--- config.mk ---
export PLATFORM = sky130hd
export DESIGN_NAME = acf_top
export DESIGN_NICKNAME = d
export VERILOG_FILES = /design/src/rtl/acf_pkg.sv /design/src/rtl/acf_buf.sv /design/src/rtl/acf_top.sv
export VERILOG_INCLUDE_DIRS = /design/src /design/src/rtl
export SDC_FILE = /design/constraint.sdc
export NUM_CORES = 1
export LEC_CHECK = 0
export BUFFER_PORTS_ARGS = -buffer_cell sky130_fd_sc_hd__clkbuf_2
export CAP_MARGIN = 20
export CORE_MARGIN = 2
export CORE_UTILIZATION = 54
export CTS_CLUSTER_DIAMETER = 200
export DETAILED_ROUTE_END_ITERATION = 16
export PLACE_DENSITY = 0.81
export SLEW_MARGIN = 5
export SYNTH_ARGS = -nofsm -noshare
export SYNTH_HDL_FRONTEND = slang
export SYNTH_HIERARCHICAL = 1
export SYNTH_SLANG_ARGS = --single-unit
export TNS_END_PERCENT = 10
--- constraint.sdc ---
create_clock -name sys_clk -period 4 [get_ports sys_clk]
set_input_delay 0.4 -clock sys_clk [delete_from_list [all_inputs] [get_ports sys_clk]]
set_output_delay 0.4 -clock sys_clk [all_outputs]
set_load 0.01 [all_outputs]
--- src/rtl/acf_defs.svh ---
// Constants for the sample clock divider and output formatter.
// Assumes inclusion by bare name from the package and the top module.
`ifndef ACF_DEFS_SVH
`define ACF_DEFS_SVH

`define ACF_ADDR_OUT_FMT 8'h01
`define ACF_ADDR_TIMING 8'h03
`define ACF_ADDR_CDFT 8'h06
`define ACF_ADDR_RSVD 8'h07
`define ACF_ADDR_CMODE 8'h08
`define ACF_ADDR_SWRST 8'h0A

`define ACF_RST_OUT_FMT 8'h00
`define ACF_RST_TIMING 8'hB6
`define ACF_RST_CDFT 8'h00
`define ACF_RST_CMODE 8'h00
`define ACF_SWRST_KEY 8'h5A

`define ACF_BIT_PATTERN 7
`define ACF_BIT_TEST_EN 6
`define ACF_FMT_HI 5
`define ACF_FMT_LO 4
`define ACF_BIT_TERM 3
`define ACF_BIT_SYNC_MODE 2
`define ACF_DIV_HI 1
`define ACF_DIV_LO 0
`define ACF_BIT_MUX 1
`define ACF_BIT_BYPASS 7
`define ACF_BIT_HALF 6
`define ACF_CLKT_HI 5
`define ACF_CLKT_LO 3
`define ACF_DT_HI 2
`define ACF_DT_LO 0

`define ACF_FMT_TWOS_A 2'h0
`define ACF_FMT_OFFSET 2'h1
`define ACF_FMT_GRAY 2'h2
`define ACF_DIV_NONE 2'h0
`define ACF_DIV_2 2'h1
`define ACF_DIV_4 2'h2

`define ACF_RAMP_MAX 10'h3FF
`define ACF_ALT_HI 10'h155
`define ACF_ALT_LO 10'h2AA
`define ACF_LATENCY 9
`define ACF_ALIGNER_PS 12'hD48
`define ACF_HALF_T_16 5'sh08
`define ACF_CLK_LEAD_16 5'sh02

`endif

--- src/rtl/acf_pkg.sv ---
// Types shared by the formatter top and its output buffer.
// Assumes acf_defs.svh is on the include path.
package acf_pkg;
  `include "acf_defs.svh"

  typedef struct packed {
    logic over_a;
    logic [9:0] data_a;
    logic over_b;
    logic [9:0] data_b;
  } acf_word_t;

  typedef enum logic [1:0] {SY_IDLE, SY_WAIT2, SY_WAIT3} acf_sync_t;

  // Delay code to signed sixteenths of a period, reserved code as nominal
  function automatic logic signed [4:0] acf_dec(input logic [2:0] code);
    logic signed [4:0] mag;
    mag = $signed({3'h0, code[1:0]});
    acf_dec = code[2] ? -mag : mag;
  endfunction
endpackage

--- src/rtl/acf_buf.sv ---
// Two-entry output buffer with valid and ready on both sides.
// Assumes one clock; outputs come from flip-flops.
`timescale 1ns/1ns
module acf_buf (
  input wire logic sys_clk,
  input wire logic rst,
  input wire logic in_valid,
  output logic in_ready,
  input wire acf_pkg::acf_word_t in_word,
  output logic out_valid,
  input wire logic out_ready,
  output acf_pkg::acf_word_t out_word
);
  import acf_pkg::*;

  acf_word_t head_reg;
  acf_word_t tail_reg;
  logic head_v_reg;
  logic tail_v_reg;
  logic push;
  logic pop;

  assign push = in_valid & ~tail_v_reg;
  assign pop = head_v_reg & out_ready;
  assign in_ready = ~tail_v_reg;
  assign out_valid = head_v_reg;
  assign out_word = head_reg;

  always_ff @(posedge sys_clk) begin
    if (rst) begin
      head_v_reg <= 1'b0;
      tail_v_reg <= 1'b0;
    end else if (pop) begin
      head_v_reg <= tail_v_reg | push;
      tail_v_reg <= tail_v_reg & push;
    end else if (push) begin
      head_v_reg <= 1'b1;
      tail_v_reg <= head_v_reg;
    end
  end

  always_ff @(posedge sys_clk) begin
    if (rst) begin
      head_reg <= '0;
      tail_reg <= '0;
    end else if (pop) begin
      head_reg <= tail_v_reg ? tail_reg : in_word;
      if (tail_v_reg & push) begin
        tail_reg <= in_word;
      end
    end else if (push) begin
      if (head_v_reg) begin
        tail_reg <= in_word;
      end else begin
        head_reg <= in_word;
      end
    end
  end
endmodule

--- src/rtl/acf_top.sv ---
// Sample clock divider, test patterns, output format and output timing.
// Assumes the converter core gives offset binary words each sys_clk edge.
// Contract
// [RULE1] Ramp pattern counts 0 to 1023 offset binary, repeats, then formatted.
// [RULE2] Alternating pattern toggles 0101010101 flag set, 1010101010 clear.
// [RULE3] Test enable one replaces samples with pattern; zero passes data.
// [RULE4] Format 00,11 two's complement, 01 offset binary, 10 Gray; reset 00.
// [RULE5] Sync mode bit 0 slip, 1 edge; reset value 0.
// [RULE6] Divider 00,11 none, 01 by two, 10 by four; reset 00.
// [RULE7] Writing 5Ah to reset key register restores all configuration.
// [RULE8] Host never writes reserved register 07h.
// [RULE9] Serial port enable high takes divider ratio from pins.
// [RULE10] Each sample is taken on divided clock rising edge.
// [RULE11] Output word appears after nine sample clock cycles.
// [RULE12] With division, sampling and latency use the divided clock.
// [RULE13] Slip mode skips one divider step on third edge after sync.
// [RULE14] Edge mode forces divider state zero on third edge after sync.
// [RULE15] Edge mode divided rise on fourth edge by two, fifth by four.
// [RULE16] Controller picks sync mode first, then raises sync input.
// [RULE17] Aligner bypass shortens data and clock delay by about 3.4ns.
// [RULE18] Half period delay adds T/2, not in multiplexed bus mode.
// [RULE19] Data delay field shifts data timing in T/16 steps.
// [RULE20] Clock delay field T/16 steps; equal codes lead data by T/8.
// [RULE21] Delay codes 000 nominal, 001-011 plus, 101-111 minus; 100 reserved.
// [RULE22] With bypass, host keeps clock delay code not later than data.
// [RULE23] Sync edge found by sampling sync each edge, counting from first high.
// [RULE24] Ratio, format and test mode change only at sample boundaries.
`timescale 1ns/1ns
`include "acf_defs.svh"
module acf_top (
  input wire logic sys_clk,
  input wire logic rst,
  input wire logic reg_wr_en,
  input wire logic reg_rd_en,
  input wire logic [7:0] reg_addr,
  input wire logic [7:0] reg_wdata,
  output logic [7:0] reg_rdata,
  input wire logic serial_port_enable,
  input wire logic divider_select_hi,
  input wire logic divider_select_lo,
  input wire logic sync_in,
  input wire acf_pkg::acf_word_t conv_word,
  output logic sample_taken,
  output logic sample_stall,
  output acf_pkg::acf_word_t out_word,
  output logic out_valid,
  input wire logic out_ready,
  output logic output_clock,
  output logic signed [4:0] data_shift_16,
  output logic signed [4:0] outclk_shift_16,
  output logic [11:0] aligner_delay_ps,
  output logic clk_term_en,
  output logic [7:0] common_mode_cfg
);
  import acf_pkg::*;

  logic [7:0] out_fmt_reg;
  logic [7:0] timing_reg;
  logic [7:0] cdft_reg;
  logic [7:0] cmode_reg;
  logic swrst_reg;
  logic [7:0] live_reg;
  logic [1:0] ratio_reg;
  logic [1:0] div_cnt_reg;
  logic [1:0] div_cnt_next;
  logic div_clk_reg;
  logic div_clk_next;
  logic sync_prev_reg;
  acf_sync_t sync_state_reg;
  logic sync_act;
  logic tick;
  logic adv;
  logic [9:0] ramp_reg;
  logic alt_reg;
  acf_word_t raw_word;
  acf_word_t fmt_word;
  acf_word_t pipe_reg [0:`ACF_LATENCY-1];
  logic [`ACF_LATENCY-1:0] fill_reg;
  logic buf_in_ready;
  logic buf_valid;
  acf_word_t buf_word;
  logic [1:0] ratio_sel;
  logic wr_cfg;

  // Register writes; the reserved offset is left unwritten
  assign wr_cfg = reg_wr_en & (reg_addr != `ACF_ADDR_RSVD); // [RULE8]

  always_ff @(posedge sys_clk) begin
    if (rst | swrst_reg) begin // [RULE7]
      out_fmt_reg <= `ACF_RST_OUT_FMT;
      timing_reg <= `ACF_RST_TIMING;
      cdft_reg <= `ACF_RST_CDFT; // [RULE4] [RULE5] [RULE6]
      cmode_reg <= `ACF_RST_CMODE;
    end else if (wr_cfg) begin
      case (reg_addr)
        `ACF_ADDR_OUT_FMT: begin
          out_fmt_reg <= reg_wdata;
        end
        `ACF_ADDR_TIMING: begin
          timing_reg <= reg_wdata;
        end
        `ACF_ADDR_CDFT: begin
          cdft_reg <= reg_wdata;
        end
        `ACF_ADDR_CMODE: begin
          cmode_reg <= reg_wdata;
        end
        default: begin
        end
      endcase
    end
  end

  // Key write starts the configuration reset on the next edge
  always_ff @(posedge sys_clk) begin
    if (rst) begin
      swrst_reg <= 1'b0;
    end else begin
      swrst_reg <= reg_wr_en & (reg_addr == `ACF_ADDR_SWRST) &
                   (reg_wdata == `ACF_SWRST_KEY); // [RULE7]
    end
  end

  // Read data; key and reserved offsets read zero
  always_ff @(posedge sys_clk) begin
    if (rst) begin
      reg_rdata <= 8'h00;
    end else if (reg_rd_en) begin
      case (reg_addr)
        `ACF_ADDR_OUT_FMT: begin
          reg_rdata <= out_fmt_reg;
        end
        `ACF_ADDR_TIMING: begin
          reg_rdata <= timing_reg;
        end
        `ACF_ADDR_CDFT: begin
          reg_rdata <= cdft_reg;
        end
        `ACF_ADDR_CMODE: begin
          reg_rdata <= cmode_reg;
        end
        default: begin
          reg_rdata <= 8'h00;
        end
      endcase
    end
  end

  // Sync rising edge is edge one; the third edge acts on the divider
  always_ff @(posedge sys_clk) begin
    if (rst) begin
      sync_prev_reg <= 1'b0;
      sync_state_reg <= SY_IDLE;
    end else begin
      sync_prev_reg <= sync_in; // [RULE23]
      case (sync_state_reg)
        SY_IDLE: begin
          if (sync_in & ~sync_prev_reg) begin
            sync_state_reg <= SY_WAIT2; // [RULE23]
          end
        end
        SY_WAIT2: begin
          sync_state_reg <= SY_WAIT3;
        end
        SY_WAIT3: begin
          sync_state_reg <= SY_IDLE;
        end
        default: begin
          sync_state_reg <= SY_IDLE;
        end
      endcase
    end
  end

  assign sync_act = (sync_state_reg == SY_WAIT3);

  // Divider ratio source: pins when strapped, else the live register copy
  assign ratio_sel = serial_port_enable ?
                     {divider_select_hi, divider_select_lo} :
                     live_reg[`ACF_DIV_HI:`ACF_DIV_LO]; // [RULE9]

  always_comb begin
    if (sync_act & live_reg[`ACF_BIT_SYNC_MODE]) begin
      div_cnt_next = 2'h0; // [RULE14] [RULE5]
    end else if (sync_act) begin
      div_cnt_next = div_cnt_reg; // [RULE13]
    end else begin
      case (ratio_reg)
        `ACF_DIV_2: begin
          div_cnt_next = {1'b0, ~div_cnt_reg[0]}; // [RULE6]
        end
        `ACF_DIV_4: begin
          div_cnt_next = div_cnt_reg + 2'h1; // [RULE6]
        end
        default: begin
          div_cnt_next = 2'h0; // [RULE6]
        end
      endcase
    end
    case (ratio_reg)
      `ACF_DIV_2: begin
        div_clk_next = div_cnt_next[0]; // [RULE15]
      end
      `ACF_DIV_4: begin
        div_clk_next = div_cnt_next[1]; // [RULE15]
      end
      default: begin
        div_clk_next = 1'b1;
      end
    endcase
  end

  // One tick per divided clock rising edge; every edge when undivided
  assign tick = ((ratio_reg != `ACF_DIV_2) & (ratio_reg != `ACF_DIV_4)) |
                (div_clk_next & ~div_clk_reg); // [RULE12]
  assign adv = tick & buf_in_ready;

  always_ff @(posedge sys_clk) begin
    if (rst) begin
      div_cnt_reg <= 2'h0;
      div_clk_reg <= 1'b0;
    end else begin
      div_cnt_reg <= div_cnt_next;
      div_clk_reg <= div_clk_next;
    end
  end

  // Mode fields follow the registers only at sample boundaries
  always_ff @(posedge sys_clk) begin
    if (rst) begin
      live_reg <= `ACF_RST_CDFT;
      ratio_reg <= `ACF_DIV_NONE;
    end else if (tick) begin
      live_reg <= cdft_reg; // [RULE24]
      ratio_reg <= ratio_sel; // [RULE24] [RULE9]
    end
  end

  // Test pattern generators advance once per taken sample
  always_ff @(posedge sys_clk) begin
    if (rst) begin
      ramp_reg <= 10'h000;
      alt_reg <= 1'b0;
    end else if (adv) begin
      ramp_reg <= (ramp_reg == `ACF_RAMP_MAX) ? 10'h000 :
                  ramp_reg + 10'h001; // [RULE1]
      alt_reg <= ~alt_reg; // [RULE2]
    end
  end

  always_comb begin
    raw_word = conv_word;
    if (live_reg[`ACF_BIT_TEST_EN]) begin // [RULE3]
      if (live_reg[`ACF_BIT_PATTERN]) begin
        raw_word.data_a = alt_reg ? `ACF_ALT_LO : `ACF_ALT_HI; // [RULE2]
        raw_word.data_b = alt_reg ? `ACF_ALT_LO : `ACF_ALT_HI;
        raw_word.over_a = ~alt_reg;
        raw_word.over_b = ~alt_reg;
      end else begin
        raw_word.data_a = ramp_reg; // [RULE1]
        raw_word.data_b = ramp_reg;
        raw_word.over_a = 1'b0;
        raw_word.over_b = 1'b0;
      end
    end
    fmt_word = raw_word;
    case (live_reg[`ACF_FMT_HI:`ACF_FMT_LO])
      `ACF_FMT_OFFSET: begin
        fmt_word = raw_word; // [RULE4]
      end
      `ACF_FMT_GRAY: begin
        fmt_word.data_a = raw_word.data_a ^ (raw_word.data_a >> 1); // [RULE4]
        fmt_word.data_b = raw_word.data_b ^ (raw_word.data_b >> 1);
      end
      default: begin
        fmt_word.data_a = {~raw_word.data_a[9], raw_word.data_a[8:0]};
        fmt_word.data_b = {~raw_word.data_b[9], raw_word.data_b[8:0]};
      end
    endcase
  end

  // Nine-stage sample pipeline clocked by the divided sample tick while the output buffer has room
  always_ff @(posedge sys_clk) begin
    if (rst) begin
      pipe_reg[0] <= '0;
      fill_reg[0] <= 1'b0;
    end else if (adv) begin
      pipe_reg[0] <= fmt_word; // [RULE10]
      fill_reg[0] <= 1'b1;
    end
  end

  genvar gi;
  generate
    for (gi = 1; gi < `ACF_LATENCY; gi = gi + 1) begin : g_pipe
      always_ff @(posedge sys_clk) begin
        if (rst) begin
          pipe_reg[gi] <= '0;
          fill_reg[gi] <= 1'b0;
        end else if (adv) begin
          pipe_reg[gi] <= pipe_reg[gi-1]; // [RULE11]
          fill_reg[gi] <= fill_reg[gi-1];
        end
      end
    end
  endgenerate

  acf_buf u_buf (
    .sys_clk(sys_clk),
    .rst(rst),
    .in_valid(adv & fill_reg[`ACF_LATENCY-1]), // [RULE11]
    .in_ready(buf_in_ready),
    .in_word(pipe_reg[`ACF_LATENCY-1]),
    .out_valid(buf_valid),
    .out_ready(out_ready),
    .out_word(buf_word)
  );

  assign out_word = buf_word;
  assign out_valid = buf_valid;

  // Sample strobes and output clock
  always_ff @(posedge sys_clk) begin
    if (rst) begin
      sample_taken <= 1'b0;
      sample_stall <= 1'b0;
      output_clock <= 1'b0;
    end else begin
      sample_taken <= adv; // [RULE10]
      sample_stall <= tick & ~buf_in_ready;
      output_clock <= div_clk_next;
    end
  end

  // Output timing controls: shifts decoded to sixteenths of a sample period, aligner delay in ps
  always_ff @(posedge sys_clk) begin
    if (rst) begin
      data_shift_16 <= 5'sh00;
      outclk_shift_16 <= 5'sh00;
      aligner_delay_ps <= 12'h000;
      clk_term_en <= 1'b0;
      common_mode_cfg <= 8'h00;
    end else begin
      data_shift_16 <= acf_dec(timing_reg[`ACF_DT_HI:`ACF_DT_LO]) +
        ((timing_reg[`ACF_BIT_HALF] & ~out_fmt_reg[`ACF_BIT_MUX]) ?
         `ACF_HALF_T_16 : 5'sh00); // [RULE19] [RULE21] [RULE18]
      outclk_shift_16 <= acf_dec(timing_reg[`ACF_CLKT_HI:`ACF_CLKT_LO]) -
        `ACF_CLK_LEAD_16; // [RULE20] [RULE21]
      aligner_delay_ps <= timing_reg[`ACF_BIT_BYPASS] ? 12'h000 :
                          `ACF_ALIGNER_PS; // [RULE17]
      clk_term_en <= cdft_reg[`ACF_BIT_TERM];
      common_mode_cfg <= cmode_reg;
    end
  end
endmodule

==> results.sh, run 1 <==
export IMPL_arrival_ns=3.49
export IMPL_drt_first_pass_iters=4
export IMPL_n_antenna_cell=0
export IMPL_syn_inst=1226
export IMPL_cts_path_max_buffers=3
export IMPL_placementRows=59
export IMPL_layout_drive_gt1_share_pct=14.8
export IMPL_maxCapViolations=0
export IMPL_cts_hold_fix_buffers=0
export IMPL_cts_resized=0
export IMPL_die_area_um2=27600
export IMPL_place_inst=1595
export IMPL_coreArea_um2=25900
export IMPL_cpPeakStageDelay_ns=0.58
export IMPL_slew_headroom_pct=38.2
export IMPL_synth_area_per_cell_um2=11.6
export IMPL_vias_per_cell=5.34
export IMPL_peakVddDrop_v=0.000385
export IMPL_start_util_pct=54.8
export IMPL_ys_seq_area_share_pct=62.1
export IMPL_worst_slew_pin_slew_ns=0.928
export IMPL_grt_overflow_total=0
export IMPL_ant_nets=0
export IMPL_gp_congestion=0.847
export IMPL_fin_crit_sh_pct=78.2
export IMPL_stdcell_count=1658
export IMPL_htreeDepth=2
export IMPL_status="finished clean"
export IMPL_fin_crit_ns=3.13
export IMPL_hold_viol_final=0
export IMPL_drc=0
export IMPL_p_per_area_nw_per_um2=608
export IMPL_ys_ff_latch=341
export IMPL_grt_first_pass_wirelength_um=39600
export IMPL_syn_area_um2=14200
export IMPL_layout_nets=1353
export IMPL_rsz0062_at_grt="no"
export IMPL_fp_dieW_um=166
export IMPL_largest_reg_flops=198
export IMPL_antenna_found_initial=0
export IMPL_synth_edf_count=198
export IMPL_path_max_fanout=12
export IMPL_wirelength_um=23700
export IMPL_cts_tree="done"
export IMPL_criticalPathCategory="flip-flop to flip-flop"
export IMPL_cts_sinks=341
export IMPL_grt_pass1_vias=8513
export IMPL_timing_fmax_mhz=320
export IMPL_finalSetupViolCount=0
export IMPL_portBuffers=104
export IMPL_num_fill_cells=1964
export IMPL_required_ns=4.36
export IMPL_yosys_warnings=6
export IMPL_slew_viol_final=0
export IMPL_detail_route_iter0_violations=667
export IMPL_worstSkewPairLatency_ns=0.52
export IMPL_die_h_um=166
export IMPL_clk_pin_slew_ns=0.06
export IMPL_cts_setup_buffers=0
export IMPL_vias=8854
export IMPL_setup_tns_final_ns=0
export IMPL_async_reset_ff_share_pct=0
export IMPL_routedWlPerCell_um=14.3
export IMPL_ys_flop_type="edfxtp_1"
export IMPL_skew_ns=0.0235
export IMPL_grt_usage_pct=17.0
export IMPL_cp_start_kind="flip-flop"
export IMPL_grt_max_degree=111
export IMPL_multi_input_area_um2=4790
export IMPL_pin_count=112
export IMPL_slowest_stage="a21boi_2"
export IMPL_p_leak_nw=6.40
export IMPL_synth_distinct_cells=70
export IMPL_hold_path_class="primary input to flip-flop"
export IMPL_cts_root_buf="clkbuf_16"
export IMPL_crit_chain="nand4bb_1, o21ai_1, a31oi_4, a21boi_2, and2_1, nor3b_2, nor3_1, a2111oi_1"
export IMPL_place_hpwl_um=15300
export IMPL_regArea_um2=8810
export IMPL_cts_buffers=35
export IMPL_syn_to_final_growth_pct=11.6
export IMPL_cp_end_kind="flip-flop"
==> through the flow <==
stage                     instance area (um^2)  total power, mW  setup slack, ns  util, %  hold slack, ns
after floorplan                          14200             6.39            0.753        -           0.374
after global placement                   14700             6.58             1.13     56.9           0.390
after detailed placement                 14700             6.68            0.917     56.9           0.381
after CTS                                15800             9.73            0.876     61.1           0.131
after global routing                     15800             10.1            0.572     61.1           0.144
final                                    15800             9.63            0.872     61.1           0.157
==> layer usage <==
metal  up-vias  routed length (um)  track usage (%)
met5         -                   0                0
met4         0                 602             6.62
met3        48                1080             2.96
met2       194               11800             29.2
met1      4178               10200             21.6
li1       4434                   -                -
==> critical path: cells and delay by family, from the launching register on <==
family             cells  cell delay (ns)
AOI/OAI and AO/OA      4             1.42
and+or+nand+nor        4             1.21
DFF                    1             0.34
==> cell usage in the layout (no fill, tap or decap), types with 3 or more instances in the layout <==
master	count
a211oi_1	25
a21o_1	7
a21oi_1	49
a221oi_1	4
a22o_1	8
a22oi_1	8
a31oi_1	17
and2_1	200
and3_1	5
buf_4	12
clkbuf_1	5
clkbuf_16	37
clkbuf_2	103
clkbuf_8	5
clkinv_1	6
clkinv_2	7
clkinvlp_4	3
conb_1	7
dfxtp_1	143
edfxtp_1	198
ha_1	9
inv_1	19
mux2_2	3
mux2i_1	50
nand2_1	87
nand2b_1	6
nand3_1	42
nand4_1	4
nor2_1	94
nor2b_1	21
nor3_1	25
nor4_1	22
o21a_1	13
o21ai_0	28
or2_2	3
==> cell usage after synthesis (18+ instances only) <==
cell      instances  share of area, %
a211oi_1         25               1.3
a21oi_1          49               1.7
and2_1          200               8.8
buf_6            18               1.4
clkbuf_1         37              0.98
dfxtp_1         143                20
edfxtp_1        198                42
inv_1            19              0.50
mux2i_1          50               3.5
nand2_1          87               2.3
nand3_1          42               1.5
nor2_1           94               2.5
nor2b_1          21              0.93
nor3_1           25              0.88
nor4_1           22              0.97
o21ai_0          28              0.99
==> kinds of logic after synthesis <==
| group | share of synthesized area [%] |
|---|---|
| adders and majority gates | 0.793 |
| xor gates and xnor gates | 0.123 |
| other | 0.0264 |
| muxes | 3.84 |
| and+or+nand+nor | 20.9 |
| AOI/OAI and AO/OA | 7.87 |
| DFF | 62.1 |
| buffers and inverters | 4.36 |
==> report_power, final <==
part	switching [mW]	internal [mW]	total, mW
Clock	1.27	1.78	3.05
Combinational	1.10	0.542	1.64
Sequential	0.199	4.74	4.94
Total	2.57	7.07	9.63
==> final cells by class <==
cell class	count	share of cell area, %
Sequential cell	341	55.6
Multi-Input combinational cell	782	30.2
Clock buffer	47	6.40
Timing Repair Buffer	117	4.08
Tap cell	335	2.65
Clock inverter	16	0.529
Inverter	20	0.482
==> worst paths after layout <==
| kind | from | slack, ns | to | depth (start not counted) |
|---|---|---|---|---|
| worst max-delay path | sync_state_reg[0] | 0.87 | u_buf/out_word[17] | 8 |
| worst min-delay path | sync_in | 0.16 | sync_prev_reg | 2 |
| worst max register to register | sync_state_reg[0] | 0.87 | u_buf/out_word[17] | 8 |
| worst min register to register | sync_prev_reg | 0.39 | sync_state_reg[0] | 1 |
No activity file was read; power rests on OpenSTA's default activity.
==> run 2, diff against run 1 <==
--- a/config.mk
+++ b/config.mk
@@ -6,13 +6,14 @@
 export SDC_FILE = /design/constraint.sdc
 export NUM_CORES = 1
 export LEC_CHECK = 0
+export ABC_AREA = 1
 export BUFFER_PORTS_ARGS = -buffer_cell sky130_fd_sc_hd__clkbuf_2
 export CAP_MARGIN = 20
 export CORE_MARGIN = 2
-export CORE_UTILIZATION = 54
+export CORE_UTILIZATION = 60
 export CTS_CLUSTER_DIAMETER = 200
 export DETAILED_ROUTE_END_ITERATION = 16
-export PLACE_DENSITY = 0.81
+export PLACE_DENSITY = 0.85
 export SLEW_MARGIN = 5
 export SYNTH_ARGS = -nofsm -noshare
 export SYNTH_HDL_FRONTEND = slang
==> constraint.sdc (replaced) <==
create_clock -name sys_clk -period 2.9 [get_ports sys_clk]
set_input_delay 0.29 -clock sys_clk [delete_from_list [all_inputs] [get_ports sys_clk]]
set_output_delay 0.29 -clock sys_clk [all_outputs]
set_load 0.01 [all_outputs]
==> run 2 against run 1 <==
Area after synthesis increased by 1.9%. Flip-flop and latch count unchanged. Wire length increased by 14%. Clock skew decreased by 0.0086 ns. Critical path type unchanged. Via count increased by 18%. Utilization increased by 8.1 points. Final cell count increased by 25%.
==> results.sh, run 2 <==
export IMPL_rsz0062_at_grt="no"
export IMPL_path_delay_family="simple AND/OR/NAND/NOR gates"
export IMPL_holdPathStages=3
export IMPL_detail_route_iter0_violations=709
export IMPL_vias=10424
export IMPL_place_hpwl_um=17800
export IMPL_r2r_cells=15
export IMPL_ant_nets=0
export IMPL_grt_first_pass_wirelength_um=44900
export IMPL_cts_tree="done"
export IMPL_stdcell_count=2074
export IMPL_synth_top_cells_by_count="390 x nor2_1, 283 x inv_1, 238 x nand2_1, 198 x edfxtp_1, 143 x dfxtp_1"
export IMPL_most_common_layout_cells="390 x nor2_1, 283 x inv_1, 237 x nand2_1, 198 x edfxtp_1, 143 x dfxtp_1"
export IMPL_wirelength_um=27100
export IMPL_fp_dieW_um=159
export IMPL_cp_end_kind="flip-flop"
export IMPL_pin_count=112
export IMPL_crit_chain="inv_1, ha_1, inv_1, nand3_1, nand2_1, nand3_1, nand3_2, nand3_1, nor2_1, nand2_1, inv_1, nand2_2, inv_4, nor2_1, nor2_1"
export IMPL_drt_first_pass_iters=5
export IMPL_cts_sinks=341
export IMPL_status="finished clean"
export IMPL_layout_drive_gt1_share_pct=10.7
export IMPL_post_route_util_pct=69.2
export IMPL_placementRows=56
export IMPL_syn_area_um2=14500
export IMPL_cp_depth=15
export IMPL_gp_congestion=0.921
export IMPL_cts_path_max_buffers=3
export IMPL_timing_fmax_mhz=383
export IMPL_cpPeakStageDelay_ns=0.37
export IMPL_skew_ns=0.0149
export IMPL_ys_seq_area_share_pct=60.9
export IMPL_start_util_pct=61.4
export IMPL_cp_start_kind="flip-flop"
export IMPL_die_area_um2=25400
export IMPL_p_per_area_nw_per_um2=985
export IMPL_fin_crit_ns=2.61
export IMPL_ys_flop_type="edfxtp_1"
export IMPL_worstSkewPairLatency_ns=0.51
export IMPL_routedWlPerCell_um=13.1
export IMPL_yosys_warnings=6
export IMPL_yosysMostFrequentCell="nor2_1"
export IMPL_finalSetupViolCount=0
export IMPL_path_max_fanout=24
export IMPL_yosysTopAreaCellShare_pct=41.1
export IMPL_coreArea_um2=23500
export IMPL_grt_max_degree=88
export IMPL_arrival_ns=3.06
export IMPL_ys_ff_latch=341
export IMPL_slowest_stage="dfxtp_1"
export IMPL_grt_usage_pct=21.2
export IMPL_hold_path_class="primary input to flip-flop"
export IMPL_maxCapViolations=0
export IMPL_portBuffers=104
export IMPL_final_common_cell="nor2_1"
export IMPL_slew_viol_final=0
export IMPL_setup_tns_final_ns=0
export IMPL_fin_crit_sh_pct=90.1
export IMPL_layout_nets=1785
export IMPL_largest_reg_flops=198
export IMPL_slew_headroom_pct=45.1
export IMPL_peakVddDrop_v=0.000642
export IMPL_syn_to_final_growth_pct=12.8
export IMPL_synth_area_top_cells="edfxtp_1 41%, dfxtp_1 20%, nor2_1 10%"
export IMPL_synth_area_per_cell_um2=8.80
export IMPL_cts_buffers=35
export IMPL_cts_setup_buffers=0
export IMPL_die_h_um=159
export IMPL_hold_viol_final=0
export IMPL_required_ns=3.34
export IMPL_async_reset_ff_share_pct=0
export IMPL_vias_per_cell=5.03
export IMPL_syn_inst=1642
export IMPL_htreeDepth=2
export IMPL_grt_pass1_vias=9848
export IMPL_worst_slew_pin_slew_ns=0.823
export IMPL_cts_root_buf="clkbuf_16"
export IMPL_synth_top_cell_by_area="edfxtp_1"
export IMPL_p_leak_nw=7.02
export IMPL_synth_edf_count=198
export IMPL_n_antenna_cell=0
export IMPL_drc=0
export IMPL_power_total_mw=16.0
export IMPL_place_inst=2010
export IMPL_synth_distinct_cells=35
export IMPL_grt_overflow_total=0
export IMPL_crit_buf_inv=4
export IMPL_criticalPathCategory="flip-flop to flip-flop"
export IMPL_antenna_found_initial=0
export IMPL_clk_pin_slew_ns=0.06
[run 2: cell types whose count changed in the layout (fill, tap and decap cells not counted), moves of 21 or more]
cell / before / now
mux2i_1: 50 / 0
nor2b_1: 21 / 0
and2_1: 200 / 1
inv_1: 19 / 283
a211oi_1: 25 / 0
nand3_1: 42 / 66
nand2_1: 87 / 237
nor2_1: 94 / 390
o21ai_0: 28 / 102
[run 2: power by group]
group / switching, mW / internal [mW] / leakage, nW
Clock: 1.77 / 2.62 / 0.548
Sequential: 0.518 / 7.20 / 3.39
Combinational: 2.84 / 1.09 / 3.08
Total: 5.13 / 10.9 / 7.02
[run 2: metrics by stage]
step	hold WS, ns	instance area (um^2)	setup slack (ns)
2_1_floorplan	0.359	14500	0.207
3_3_place_gp	0.376	15200	0.442
3_5_place_dp	0.389	15200	0.275
4_1_cts	0.0530	16300	0.203
5_1_grt	0.0814	16300	0.00828
6_report	0.0691	16300	0.287
[run 2: what timing repair did]
| item | in CTS | in global routing |
|---|---|---|
| setup endpoints to repair | 0 | 22 |
| hold buffers | 1 | 0 |
| resized for setup | 0 | 2 |
| endpoints found under the hold margin | 2 | 0 |
[run 2: per-layer routing]
layer | share of wire, % | global-route usage, %
met1 | 41 | 26.7
met2 | 50 | 36.6
met3 | 5.7 | 3.75
met4 | 3.5 | 8.55
met5 | 0 | 0
[run 2: worst paths after layout]
check,start,slack [ns],endpoint
setup / recovery,ratio_reg[0],0.29,u_buf/tail_reg[19]
hold / removal,reg_wdata[5],0.07,cmode_reg[5]
setup reg to reg,ratio_reg[0],0.29,u_buf/tail_reg[19]
hold reg to reg,sync_prev_reg,0.39,sync_state_reg[0]
[run 2: layout make-up]
type,instances,area (um^2)
clock buffer,47,966
multi-input combinational,936,4120
clock inverter,16,164
inverter,291,1090
timing repair buffer,124,748
tap,319,399
fill,1756,7240
sequential,341,8810
[run 2: cells by family after synthesis]
logic type | after synthesis | synth area share [%]
AOI/OAI and AO/OA | 172 | 6.08
DFF | 341 | 60.9
other | 1 | 0.0259
adders and majority gates | 9 | 0.779
and+or+nand+nor | 744 | 21.1
buffers and inverters | 371 | 10.8
xor gates and xnor gates | 4 | 0.242
[run 2: worst register-to-register path: cells and delay by family, from the launching register on]
| kind | cells | cell delay, ns |
|---|---|---|
| buffers and inverters | 4 | 0.55 |
| adder cells (fa/ha/maj) | 1 | 0.31 |
| AND/OR/NAND/NOR | 10 | 1.32 |
| flip-flops | 1 | 0.37 |
